### config.mk
export PLATFORM = sky130hd
export DESIGN_NAME = sbts_sequencer
export DESIGN_NICKNAME = d
export VERILOG_FILES = /design/src/include/sbts_pkg.sv /design/src/rtl/sbts_sequencer.sv
export SDC_FILE = /design/constraint.sdc
export NUM_CORES = 1
export LEC_CHECK = 0
export BUFFER_PORTS_ARGS = -buffer_cell sky130_fd_sc_hd__buf_2
export CORE_MARGIN = 2
export CORE_UTILIZATION = 55
export DETAILED_ROUTE_END_ITERATION = 8
export GPL_TIMING_DRIVEN = 0
export HOLD_SLACK_MARGIN = 0.03
export PLACE_DENSITY = 0.79
export SETUP_SLACK_MARGIN = 0.02
export SLEW_MARGIN = 10
export SYNTH_ARGS = -nofsm -noshare
export SYNTH_HDL_FRONTEND = slang
export SYNTH_SLANG_ARGS = --single-unit
### constraint.sdc
create_clock -name i_clk -period 8.6 [get_ports i_clk]
set_input_delay 0.43 -clock i_clk [delete_from_list [all_inputs] [get_ports i_clk]]
set_output_delay 0.43 -clock i_clk [all_outputs]
set_load 0.01 [all_outputs]
### src/include/sbts_pkg.sv
// Package: constants of the servo brake and tuning sequencer
package sbts_pkg;

  // ==========================================================
  // Timing
  // ==========================================================
  localparam int unsigned CLK_PERIOD_PS = 5000;      // 200 MHz system clock
  localparam int unsigned TICK_PERIOD_NS = 1000000;  // One millisecond tick
  localparam int unsigned TICK_CYC = (TICK_PERIOD_NS * 1000) / CLK_PERIOD_PS;

  // ==========================================================
  // Register offsets (byte addresses)
  // ==========================================================
  localparam logic [7:0] ADR_CTRL = 8'h00;  // Mode, overtravel, rigidity level
  localparam logic [7:0] ADR_DBRK = 8'h04;  // Dynamic brake delay, inhibits
  localparam logic [7:0] ADR_HBRK = 8'h08;  // Holding brake timing, threshold
  localparam logic [7:0] ADR_FFWD = 8'h0C;  // Speed feedforward gain, smoothing
  localparam logic [7:0] ADR_MPOS = 8'h10;  // Manual position gain
  localparam logic [7:0] ADR_MSPD = 8'h14;  // Manual speed gain
  localparam logic [7:0] ADR_MINT = 8'h18;  // Manual speed integration constant
  localparam logic [7:0] ADR_MTRQ = 8'h1C;  // Manual torque filter constant
  localparam logic [7:0] ADR_STAT = 8'h20;  // Sequencer status, read only
  localparam logic [7:0] ADR_GPS  = 8'h24;  // Effective position and speed gain
  localparam logic [7:0] ADR_GIT  = 8'h28;  // Effective integration and filter

  // ==========================================================
  // Field positions
  // ==========================================================
  localparam int unsigned CTRL_OTM_LSB = 2;   // Overtravel stop mode bit
  localparam int unsigned CTRL_LVL_LSB = 8;   // Rigidity level, 5 bits
  localparam int unsigned DBRK_INH_LSB = 8;   // Four inhibit bits
  localparam int unsigned HBRK_MAX_LSB = 8;   // Maximum wait, 8 bits
  localparam int unsigned HBRK_THR_LSB = 16;  // Speed threshold, 12 bits
  localparam int unsigned FFWD_SMO_LSB = 16;  // Smoothing constant, 13 bits
  localparam int unsigned STAT_FLG_LSB = 8;   // Brake, power, dyn brake, lock

  // ==========================================================
  // Limits, fixed values and reset values
  // ==========================================================
  localparam logic [7:0]  DB_DELAY_MAX = 8'h96;       // 150 ms
  localparam logic [11:0] SPD_THR_MAX  = 12'hBB8;     // 3000 rpm
  localparam logic [9:0]  FF_GAIN_MAX  = 10'h3E8;     // 100.0 percent
  localparam logic [12:0] FF_SMO_MAX   = 13'h1900;    // 64.00 ms
  localparam logic [9:0]  FF_GAIN_FIX  = 10'h12C;     // 30.0 percent
  localparam logic [12:0] FF_SMO_FIX   = 13'h0032;    // 0.50 ms
  localparam logic [15:0] MAN_GAIN_RST = 16'h0064;    // Manual gains after reset
  localparam logic [1:0]  MODE_MANUAL  = 2'h0;        // Manual rigidity
  localparam logic [1:0]  MODE_POSN    = 2'h2;        // Positioning automatic
  localparam logic [1:0]  MODE_AUTO2   = 2'h3;        // Automatic rigidity 2

  // ==========================================================
  // Built-in rigidity table: base plus level times step
  // ==========================================================
  localparam logic [15:0] TBL_POS_BASE = 16'h0064;
  localparam logic [15:0] TBL_POS_STEP = 16'h0028;
  localparam logic [15:0] TBL_SPD_BASE = 16'h00C8;
  localparam logic [15:0] TBL_SPD_STEP = 16'h0050;
  localparam logic [15:0] TBL_INT_BASE = 16'h0BB8;
  localparam logic [15:0] TBL_INT_STEP = 16'h0064;
  localparam logic [15:0] TBL_TRQ_BASE = 16'h01F4;
  localparam logic [15:0] TBL_TRQ_STEP = 16'h000A;

  // ==========================================================
  // Servo sequence states, one-hot
  // ==========================================================
  typedef enum logic [4:0] {
    ST_OFF    = 5'b00001,  // Unpowered, holding brake closed
    ST_ENGAGE = 5'b00010,  // Powered, commands held off
    ST_RUN    = 5'b00100,  // Powered, commands accepted
    ST_STILL  = 5'b01000,  // Brake closed, still powered
    ST_SPIN   = 5'b10000   // Coasting, waiting for brake point
  } sbts_state_e;

endpackage : sbts_pkg

### src/rtl/sbts_sequencer.sv
// Servo brake timing, overtravel stop and rigidity gain selection
// How it works
// - Auto modes load gains from rigidity table; torque filter only in modes 1-2
// - Owned manual gain writes have no effect
// - Positioning mode fixes feedforward at 30.0%/0.50
// - Overtravel: free or locked, opposite commands only
// - Dynamic brake waits 0-150 ms delay
// - Four single-bit dynamic brake inhibits
// - After enable, commands wait hold delay
// - Stationary disable: brake first, then unpower
// - Rotating disable: brake below speed threshold
// - Rotating disable: brake after maximum wait
//
// Decided for this implementation: the strobed register port and the placing of the registers.
module sbts_sequencer #(
  parameter int unsigned TICK_CYC = sbts_pkg::TICK_CYC  // Clock cycles per ms tick
) (
  input  wire logic        i_clk,            // 200 MHz system clock
  input  wire logic        i_rst_n,          // Asynchronous reset, active low
  input  wire logic [7:0]  i_addr,           // Register byte address
  input  wire logic [31:0] i_wdata,          // Register write data
  input  wire logic        i_wr,             // Write strobe
  input  wire logic        i_rd,             // Read strobe
  output logic      [31:0] o_rdata,          // Read data, cycle after strobe
  input  wire logic        i_servo_on,       // Servo enable command level
  input  wire logic        i_mains_ok,       // Main power present
  input  wire logic        i_fault,          // Fault alarm active
  input  wire logic        i_ot_fwd,         // Forward overtravel limit hit
  input  wire logic        i_ot_rev,         // Reverse overtravel limit hit
  input  wire logic [11:0] i_motor_speed,    // Motor speed magnitude, rpm
  input  wire logic        i_pos_cmd_valid,  // Position command offered
  input  wire logic        i_pos_cmd_dir,    // Command direction, 1 forward
  output logic             o_pos_cmd_accept, // Position command taken
  output logic             o_motor_power,    // Motor energized
  output logic             o_hold_brake,     // Holding brake closed
  output logic             o_dyn_brake,      // Dynamic brake engaged
  output logic             o_ot_lock,        // Locked at overtravel
  output logic      [15:0] o_pos_gain,       // Effective position gain
  output logic      [15:0] o_spd_gain,       // Effective speed gain
  output logic      [15:0] o_spd_integ,      // Effective speed integration
  output logic      [15:0] o_trq_filt,       // Effective torque filter
  output logic      [9:0]  o_ff_gain,        // Effective feedforward gain
  output logic      [12:0] o_ff_smooth       // Effective feedforward smoothing
);

  // ==========================================================
  // Elaboration check
  // ==========================================================
  localparam int TW = $clog2(TICK_CYC);  // Tick counter width
  if (TICK_CYC < 2)
  begin : g_bad_tick
    $error("TICK_CYC must be at least 2");
  end

  // Table entry for one gain at a given rigidity level
  function automatic logic [15:0] tbl(input logic [15:0] base, input logic [15:0] step,
                                      input logic [4:0] lvl);
    tbl = 16'(base + 16'(step * {11'h000, lvl}));
  endfunction : tbl

  // ==========================================================
  // Millisecond tick
  // ==========================================================
  logic [TW-1:0] tick_cnt_q;  // Cycle counter within a tick
  logic          tick_q;      // One-cycle tick pulse
  wire           tick_wrap = (tick_cnt_q == TW'(TICK_CYC - 1));

  always_ff @(posedge i_clk or negedge i_rst_n)
  begin
    if (!i_rst_n)
    begin
      tick_cnt_q <= '0;
      tick_q     <= 1'b0;
    end
    else
    begin
      tick_cnt_q <= tick_wrap ? '0 : TW'(tick_cnt_q + 1'b1);
      tick_q     <= tick_wrap;
    end
  end

  // ==========================================================
  // Configuration registers
  // ==========================================================
  logic [1:0]  mode_q;       // auto_rigidity_mode_sel
  logic        ot_mode_q;    // overtravel_stop_mode
  logic [4:0]  level_q;      // rigidity_level
  logic [7:0]  db_delay_q;   // dyn_brake_delay
  logic [3:0]  db_inh_q;     // Inhibits: mains, servo off, fault, overtravel
  logic [7:0]  hb_delay_q;   // hold_brake_delay
  logic [7:0]  hb_max_q;     // hold_brake_max_wait
  logic [11:0] hb_thr_q;     // hold_brake_speed_threshold
  logic [9:0]  ff_gain_q;    // speed_ff_gain, user value
  logic [12:0] ff_smo_q;     // speed_ff_smoothing, user value
  logic [15:0] man_q [4];    // Manual gains: position, speed, integ, torque

  // Write decode
  wire wr_ctrl = i_wr && (i_addr == sbts_pkg::ADR_CTRL);
  wire wr_dbrk = i_wr && (i_addr == sbts_pkg::ADR_DBRK);
  wire wr_hbrk = i_wr && (i_addr == sbts_pkg::ADR_HBRK);
  // Feedforward writes refused in positioning mode
  wire wr_ffwd = i_wr && (i_addr == sbts_pkg::ADR_FFWD) && (mode_q != sbts_pkg::MODE_POSN);
  wire [7:0]  w_dly = i_wdata[7:0];
  wire [11:0] w_thr = i_wdata[sbts_pkg::HBRK_THR_LSB +: 12];
  wire [9:0]  w_ffg = i_wdata[9:0];
  wire [12:0] w_ffs = i_wdata[sbts_pkg::FFWD_SMO_LSB +: 13];

  // Control fields; out-of-range values clamp to the documented maximum
  always_ff @(posedge i_clk or negedge i_rst_n)
  begin
    if (!i_rst_n)
    begin
      mode_q     <= sbts_pkg::MODE_MANUAL;
      ot_mode_q  <= 1'b0;
      level_q    <= '0;
      db_delay_q <= '0;
      db_inh_q   <= '0;
      hb_delay_q <= '0;
      hb_max_q   <= '0;
      hb_thr_q   <= '0;
      ff_gain_q  <= '0;
      ff_smo_q   <= '0;
    end
    else
    begin
      if (wr_ctrl)
      begin
        mode_q    <= i_wdata[1:0];
        ot_mode_q <= i_wdata[sbts_pkg::CTRL_OTM_LSB];
        level_q   <= i_wdata[sbts_pkg::CTRL_LVL_LSB +: 5];
      end
      // Delay range limited to 150 ms
      if (wr_dbrk)
      begin
        db_delay_q <= (w_dly > sbts_pkg::DB_DELAY_MAX) ? sbts_pkg::DB_DELAY_MAX : w_dly;
        db_inh_q   <= i_wdata[sbts_pkg::DBRK_INH_LSB +: 4];
      end
      if (wr_hbrk)
      begin
        hb_delay_q <= w_dly;
        hb_max_q   <= i_wdata[sbts_pkg::HBRK_MAX_LSB +: 8];
        hb_thr_q   <= (w_thr > sbts_pkg::SPD_THR_MAX) ? sbts_pkg::SPD_THR_MAX : w_thr;
      end
      if (wr_ffwd)
      begin
        ff_gain_q <= (w_ffg > sbts_pkg::FF_GAIN_MAX) ? sbts_pkg::FF_GAIN_MAX : w_ffg;
        ff_smo_q  <= (w_ffs > sbts_pkg::FF_SMO_MAX) ? sbts_pkg::FF_SMO_MAX : w_ffs;
      end
    end
  end

  // Manual gains are always stored; whether they act depends on the mode
  always_ff @(posedge i_clk or negedge i_rst_n)
  begin
    if (!i_rst_n)
      for (int i = 0; i < 4; i++) man_q[i] <= sbts_pkg::MAN_GAIN_RST;
    else if (i_wr && (i_addr[7:4] == 4'h1))
      man_q[i_addr[3:2]] <= i_wdata[15:0];
  end

  // ==========================================================
  // Gain selection
  // ==========================================================
  wire auto_on  = (mode_q != sbts_pkg::MODE_MANUAL);
  wire trq_auto = auto_on && (mode_q != sbts_pkg::MODE_AUTO2);  // Mode 3 leaves filter
  wire posn     = (mode_q == sbts_pkg::MODE_POSN);

  // Auto modes take the table entry, except torque filter in mode 3; other manual values ignored
  always_ff @(posedge i_clk or negedge i_rst_n)
  begin
    if (!i_rst_n)
    begin
      o_pos_gain  <= sbts_pkg::MAN_GAIN_RST;
      o_spd_gain  <= sbts_pkg::MAN_GAIN_RST;
      o_spd_integ <= sbts_pkg::MAN_GAIN_RST;
      o_trq_filt  <= sbts_pkg::MAN_GAIN_RST;
      o_ff_gain   <= '0;
      o_ff_smooth <= '0;
    end
    else
    begin
      o_pos_gain  <= auto_on ? tbl(sbts_pkg::TBL_POS_BASE, sbts_pkg::TBL_POS_STEP, level_q)
                             : man_q[0];
      o_spd_gain  <= auto_on ? tbl(sbts_pkg::TBL_SPD_BASE, sbts_pkg::TBL_SPD_STEP, level_q)
                             : man_q[1];
      o_spd_integ <= auto_on ? tbl(sbts_pkg::TBL_INT_BASE, sbts_pkg::TBL_INT_STEP, level_q)
                             : man_q[2];
      o_trq_filt  <= trq_auto ? tbl(sbts_pkg::TBL_TRQ_BASE, sbts_pkg::TBL_TRQ_STEP, level_q)
                              : man_q[3];
      o_ff_gain   <= posn ? sbts_pkg::FF_GAIN_FIX : ff_gain_q;
      o_ff_smooth <= posn ? sbts_pkg::FF_SMO_FIX : ff_smo_q;
    end
  end

  // ==========================================================
  // Servo on/off sequence
  // ==========================================================
  sbts_pkg::sbts_state_e st_q, st_d;  // Sequence state
  logic [7:0]            ms_cnt_q;    // Milliseconds in current state
  wire abort    = i_fault || !i_mains_ok;  // Forces immediate power removal
  wire ms_gt_hb = (ms_cnt_q >= hb_delay_q);
  wire ot_hit   = i_ot_fwd || i_ot_rev;

  // Next state
  always_comb
  begin
    st_d = st_q;
    unique case (st_q)
      sbts_pkg::ST_OFF:
        if (i_servo_on && !abort) st_d = sbts_pkg::ST_ENGAGE;
      // Hold commands until enable delay elapses
      sbts_pkg::ST_ENGAGE:
        if (abort || !i_servo_on) st_d = sbts_pkg::ST_OFF;
        else if (ms_gt_hb)        st_d = sbts_pkg::ST_RUN;
      // Stationary or rotating disable path
      sbts_pkg::ST_RUN:
        if (abort)                     st_d = sbts_pkg::ST_OFF;
        else if (!i_servo_on)
          st_d = (i_motor_speed == 12'h000) ? sbts_pkg::ST_STILL : sbts_pkg::ST_SPIN;
      // Brake closed, power kept for the delay
      sbts_pkg::ST_STILL:
        if (abort || ms_gt_hb) st_d = sbts_pkg::ST_OFF;
      // Brake below threshold; or after maximum wait
      sbts_pkg::ST_SPIN:
        if (abort || (i_motor_speed < hb_thr_q) || (ms_cnt_q >= hb_max_q))
          st_d = sbts_pkg::ST_OFF;
      default: st_d = sbts_pkg::ST_OFF;  // Illegal code recovers to off
    endcase
  end

  // Brake closed in off and stationary stop; power in all but off and coast
  wire hb_d  = (st_d == sbts_pkg::ST_OFF) || (st_d == sbts_pkg::ST_STILL);
  wire pw_on = (st_d == sbts_pkg::ST_ENGAGE) || (st_d == sbts_pkg::ST_RUN) ||
               (st_d == sbts_pkg::ST_STILL);
  // Free stop unpowers; locked stop holds power
  wire pwr_d  = pw_on && !(ot_hit && !ot_mode_q);
  wire lock_d = pw_on && ot_hit && ot_mode_q;

  // State, millisecond counter and brake/power outputs
  always_ff @(posedge i_clk or negedge i_rst_n)
  begin
    if (!i_rst_n)
    begin
      st_q          <= sbts_pkg::ST_OFF;
      ms_cnt_q      <= '0;
      o_hold_brake  <= 1'b1;
      o_motor_power <= 1'b0;
      o_ot_lock     <= 1'b0;
    end
    else
    begin
      st_q          <= st_d;
      ms_cnt_q      <= (st_d != st_q) ? '0 :
                       (tick_q && (ms_cnt_q != 8'hFF)) ? 8'(ms_cnt_q + 1'b1) : ms_cnt_q;
      o_hold_brake  <= hb_d;
      o_motor_power <= pwr_d;
      o_ot_lock     <= lock_d;
    end
  end

  // Only commands away from the hit limit; only once running
  assign o_pos_cmd_accept = i_pos_cmd_valid && (st_q == sbts_pkg::ST_RUN) &&
                            !(i_ot_fwd && i_pos_cmd_dir) && !(i_ot_rev && !i_pos_cmd_dir);

  // ==========================================================
  // Dynamic brake
  // ==========================================================
  logic [7:0] db_cnt_q;  // Milliseconds since braking conditions met
  // Each cause gated by its own inhibit
  wire db_cause = (!i_mains_ok && !db_inh_q[0]) || (!i_servo_on && !db_inh_q[1]) ||
                  (i_fault && !db_inh_q[2]) || (ot_hit && !db_inh_q[3]);
  // Only a motor unpowered in the previous cycle is shorted; can overlap power-on by one cycle
  wire db_cond  = db_cause && !o_motor_power;

  // Engage once the delay has passed
  always_ff @(posedge i_clk or negedge i_rst_n)
  begin
    if (!i_rst_n)
    begin
      db_cnt_q    <= '0;
      o_dyn_brake <= 1'b0;
    end
    else
    begin
      db_cnt_q    <= !db_cond ? '0 :
                     (tick_q && (db_cnt_q < db_delay_q)) ? 8'(db_cnt_q + 1'b1) : db_cnt_q;
      o_dyn_brake <= db_cond && (db_cnt_q >= db_delay_q);
    end
  end

  // ==========================================================
  // Read port
  // ==========================================================
  wire [31:0] rd_mux =
    (i_addr == sbts_pkg::ADR_CTRL) ? {19'h0_0000, level_q, 5'h00, ot_mode_q, mode_q} :
    (i_addr == sbts_pkg::ADR_DBRK) ? {20'h0_0000, db_inh_q, db_delay_q} :
    (i_addr == sbts_pkg::ADR_HBRK) ? {4'h0, hb_thr_q, hb_max_q, hb_delay_q} :
    (i_addr == sbts_pkg::ADR_FFWD) ? {3'h0, o_ff_smooth, 6'h00, o_ff_gain} :
    (i_addr[7:4] == 4'h1)          ? {16'h0000, man_q[i_addr[3:2]]} :
    (i_addr == sbts_pkg::ADR_STAT) ? {20'h0_0000, o_ot_lock, o_dyn_brake, o_motor_power,
                                      o_hold_brake, 3'h0, st_q} :
    (i_addr == sbts_pkg::ADR_GPS)  ? {o_spd_gain, o_pos_gain} :
    (i_addr == sbts_pkg::ADR_GIT)  ? {o_trq_filt, o_spd_integ} : 32'h0000_0000;

  // Data valid only in the cycle after a read strobe
  always_ff @(posedge i_clk or negedge i_rst_n)
  begin
    if (!i_rst_n) o_rdata <= '0;
    else          o_rdata <= i_rd ? rd_mux : 32'h0000_0000;
  end

  // ==========================================================
  // Assertions
  // ==========================================================
  property p_tick_gap;
    @(posedge i_clk) disable iff (!i_rst_n) tick_q |=> !tick_q;
  endproperty
  a_tick_gap: assert property (p_tick_gap) else $error("tick too dense");

  property p_table;
    @(posedge i_clk) disable iff (!i_rst_n) auto_on |=>
      o_pos_gain == tbl(sbts_pkg::TBL_POS_BASE, sbts_pkg::TBL_POS_STEP, $past(level_q));
  endproperty
  a_table: assert property (p_table) else $error("position gain not from table");

  property p_manual_ignored;
    @(posedge i_clk) disable iff (!i_rst_n) (mode_q == 2'h1) ##1 (mode_q == 2'h1) |->
      o_spd_integ == tbl(sbts_pkg::TBL_INT_BASE, sbts_pkg::TBL_INT_STEP, $past(level_q));
  endproperty
  a_manual_ignored: assert property (p_manual_ignored) else $error("manual integ acted");

  property p_ff_fixed;
    @(posedge i_clk) disable iff (!i_rst_n) posn ##1 posn |->
      (o_ff_gain == sbts_pkg::FF_GAIN_FIX) && (o_ff_smooth == sbts_pkg::FF_SMO_FIX);
  endproperty
  a_ff_fixed: assert property (p_ff_fixed) else $error("feedforward not fixed");

  property p_ot_dir;
    @(posedge i_clk) disable iff (!i_rst_n)
      (i_ot_fwd && i_pos_cmd_dir) || (i_ot_rev && !i_pos_cmd_dir) |-> !o_pos_cmd_accept;
  endproperty
  a_ot_dir: assert property (p_ot_dir) else $error("command toward limit taken");

  property p_db_delay;
    @(posedge i_clk) disable iff (!i_rst_n) $rose(o_dyn_brake) |-> $past(db_cnt_q) >= db_delay_q;
  endproperty
  a_db_delay: assert property (p_db_delay) else $error("dynamic brake too early");

  property p_db_inhibit;
    @(posedge i_clk) disable iff (!i_rst_n) (db_inh_q == 4'hF) |=> !o_dyn_brake;
  endproperty
  a_db_inhibit: assert property (p_db_inhibit) else $error("inhibited brake engaged");

  property p_engage_hold;
    @(posedge i_clk) disable iff (!i_rst_n)
      (st_q == sbts_pkg::ST_ENGAGE) |-> !o_pos_cmd_accept && (ms_cnt_q <= hb_delay_q);
  endproperty
  a_engage_hold: assert property (p_engage_hold) else $error("command before delay");

  property p_still;
    @(posedge i_clk) disable iff (!i_rst_n)
      $past(st_q == sbts_pkg::ST_STILL) && (st_q == sbts_pkg::ST_STILL) && !ot_hit |->
      o_hold_brake && o_motor_power;
  endproperty
  a_still: assert property (p_still) else $error("stationary stop order wrong");

  property p_spin_thr;
    @(posedge i_clk) disable iff (!i_rst_n)
      (st_q == sbts_pkg::ST_SPIN) && (i_motor_speed < hb_thr_q) |=> o_hold_brake;
  endproperty
  a_spin_thr: assert property (p_spin_thr) else $error("brake late below threshold");

  property p_spin_max;
    @(posedge i_clk) disable iff (!i_rst_n) (st_q == sbts_pkg::ST_SPIN) |-> ms_cnt_q <= hb_max_q;
  endproperty
  a_spin_max: assert property (p_spin_max) else $error("maximum wait exceeded");

  c_run:  cover property (@(posedge i_clk) disable iff (!i_rst_n) st_q == sbts_pkg::ST_RUN);
  c_db:   cover property (@(posedge i_clk) disable iff (!i_rst_n) $rose(o_dyn_brake));
  c_spin: cover property (@(posedge i_clk) disable iff (!i_rst_n)
                          (st_q == sbts_pkg::ST_SPIN) && (ms_cnt_q == hb_max_q));
  c_still: cover property (@(posedge i_clk) disable iff (!i_rst_n) st_q == sbts_pkg::ST_STILL);

endmodule : sbts_sequencer

==> key figures <==
STA
  • Final setup violation count: 0
  • Relative slew slack: 0.2209
  • Post-Route Setup TNS: 0 ns
  • Fmax: 279.9 MHz
  • Fin crit share: 0.4155
  • Max Slew Vio Count: 0
  • Final hold vios: 0
  • Worst-Margin Slew: 1.159 ns
  • RSZ-0062 raised after global routing: no
  • Min cycle time layout: 3.573 ns
  • Setup Skew: 0.009772 ns

Synthesis
  • Syn Inst Count: 1,337
  • Yosys cell types: 64
  • Synth Warn #: 0
  • Synth area leader: dfrtp_1
  • Asr flop ratio synth: 1.000
  • Main synth FF type: dfrtp_1
  • Mean Syn Cell Area: 10.86 um2
  • Area contributors post-synth: dfrtp_1 (47%), mux2_2 (6.7%), ha_1 (5.6%)
  • Synth Net Count: 1,467
  • Post-synth EDFFs: 0
  • Post-Syn Area: 14,520 um2
  • Synth Register Bits: 298
  • Seq/Total Area, Yosys: 0.5159
  • Post-synth top area share: 0.4688

GRT
  • First-pass GRT wire length: 67.68 mm
  • Total GRT Usage: 0.3163
  • Initial antenna violation count: 2
  • Overflow after GRT: 0
  • Vias in the first global route: 11,690
  • Largest net degree at the start of global routing: 108

Power and ir drop
  • Pwr/cell area: 209.1 nW/um2
  • VDD IR max: 0.1546 mV
  • Pleak: 8.485 nW

Floorplanning
  • Die Area: 27,710 um2
  • I/O pins: 187
  • Die Width: 166.5 um
  • Num rows: 59
  • Initial Util: 0.5587
  • Die Span Y: 166.5 um
  • Core Region: 25,980 um2

Clocking
  • Clock buffer depth: 3
  • Sink Count: 298
  • CTS H-Tree Depth: 1
  • Clk Latency, worst-skew pair: 0.57 ns
  • CTS Root Cell: clkbuf_16
  • CTS tree: done
  • Clock slew at reported path FFs: 0.06 ns
  • CTS buffer count: 30

Setup path
  • CP startpoint: level_q[1]
  • FF-to-FF setup slack: 5.03 ns
  • CP Class: reg2reg
  • FF-to-FF End: o_spd_integ[10]
  • Req. time, crit path: 9.04 ns
  • Worst setup SP type: flip-flop
  • CP Capture Point: o_spd_integ[10]
  • Worst Path Max Fanout: 9
  • Reg2Reg Depth: 11
  • WP data arrival: 4.02 ns
  • Worst setup EP type: flip-flop
  • Reg2reg start: level_q[1]

Placement
  • DP Wirelength: 32.88 mm
  • Inst Count DP: 1,847
  • Gpl congestion: 0.9608
  • Port Buffers: 173

Run status
  • Run status: completed

Cells and area
  • Nets: 1,675
  • Fin cells: 1,906
  • Commonest non-fill, non-tap cell in the layout: dfrtp_1
  • Share of cells above drive strength 1: 0.2441
  • Area delta synth->final: 16.48%
  • Most frequent cells in the layout: dfrtp_1 (272), buf_2 (181), nand2_1 (125), mux2_2 (87), o21ai_0 (77)

Worst hold path
  • Hold Crit Class: in2reg

Drt
  • Via density: 6.193
  • DRC violations left: 0
  • Initial DRC count: 1,316
  • Drt wl/cell: 23.17 um
  • Remaining antenna violation count: 0
  • DRT Pass-1 Iters: 7
  • DRT Wirelength: 44.16 mm
  • Via Count: 11,800

Run
  • Max-cap violations: 0
[synth_stat cells, drive strengths merged, types with 5 or more instances]
cell      n
nand2   125
a22oi    12
nor2b    37
clkbuf   54
dfrtp   272
a211oi   18
a31oi    14
a21oi    60
inv      75
mux2i    17
nor3     28
mux4     16
nand4    17
a22o     11
and2     23
xor2     19
nand2b   20
xnor2    23
nor2     65
and3      8
o31ai     9
dfstp    26
buf      16
mux2     87
a21o     15
ha       65
or4       9
o21ai    82
or2      10
nand3    33
or3       5
o22ai     6
a222oi   15
[final cells by class]
type,instances,area [um2]
Inverter,75,281.5
Tap cell,335,419.2
Buffer,70,300.3
Clock inverter,15,183.9
Sequential cell,298,7490
Fill cell,2046,9074
Timing Repair Buffer,176,940.9
Multi-Input combinational cell,894,6447
Antenna cell,2,5.005
Clock buffer,41,843.3
[flip-flops by register name, summed over array words and instances (netlist names), 16 cells and up]
signal	cells
o_pos_gain	16
o_rdata	32
o_trq_filt	16
man_q	64
o_spd_gain	16
o_spd_integ	16
tick_cnt_q	18
[worst max-delay path, cell delays in order, from the launching register on]
cell and delay (ns):
dfrtp_1 0.47, clkbuf_1 0.49, inv_1 0.18, ha_1 0.35, ha_1 0.31, inv_1 0.07, fa_1 0.45, xor2_1 0.23
nand3_1 0.13, or2_2 0.32, xor2_1 0.16, mux2_2 0.28
[worst min path at each step]
stage / slack [ns] / startpoint / cells after the start / end
final: 0.14 / i_wdata[19] / 2 / ff_smo_q[3]
after global routing: 0.14 / i_wdata[16] / 3 / hb_thr_q[0]
after CTS: 0.13 / i_wdata[19] / 2 / ff_smo_q[3]
after detailed placement: 0.45 / ff_gain_q[8] / 1 / o_ff_gain[8]
after global placement: 0.44 / ff_gain_q[5] / 1 / o_ff_gain[5]
after floorplan: 0.13 / i_rst_n / 0 / db_cnt_q[0]
[timing repair]
action                                 CTS  global route
buffers inserted                         0             0
hold buffers                             1             0
endpoints found under the hold margin   92             0
resized for setup                        0             0
[cell families (layout without fill, tap and decap cells)]
group	count (synthesis)	in the layout	share of synthesized area
buffers and inverters	145	377	0.04007
multiplexers	120	120	0.1040
adder cells (fa/ha/maj)	67	67	0.05877
AND/OR/NAND/NOR	397	397	0.1381
other	0	2	0
AO/OA/AOI/OAI	268	268	0.1178
flip-flops	298	298	0.5159
XOR/XNOR	42	42	0.02534
[per-layer routing]
metal,up-vias,GRT usage,routed length [um],part of all wire
met4,0,0.1222,1848,0.042
li1,5156,-,-,-
met1,5840,0.4246,17300,0.39
met2,666,0.4971,20230,0.46
met3,142,0.08294,4784,0.11
met5,-,0,0,0
[per-stage QoR]
step | setup WS, ns | hold slack (ns) | instance area, um2 | power, mW | utilization
floorplan | 5.676 | 0.1344 | 14520 | 1.920 | -
global placement | 1.758 | 0.4416 | 15800 | 2.153 | 0.6082
detailed placement | 5.074 | 0.4472 | 15870 | 2.176 | 0.6107
CTS | 5.073 | 0.1252 | 16910 | 3.536 | 0.6506
global route | 4.935 | 0.1369 | 16910 | 3.651 | 0.6507
finish | 5.027 | 0.1400 | 16910 | 3.536 | 0.6508
[power breakdown]
group          switching (mW)  internal, mW
clock network           0.561         0.806
registers               0.115          1.54
logic                   0.305         0.206
total                   0.981          2.56
(Power assumes the default switching activity.)
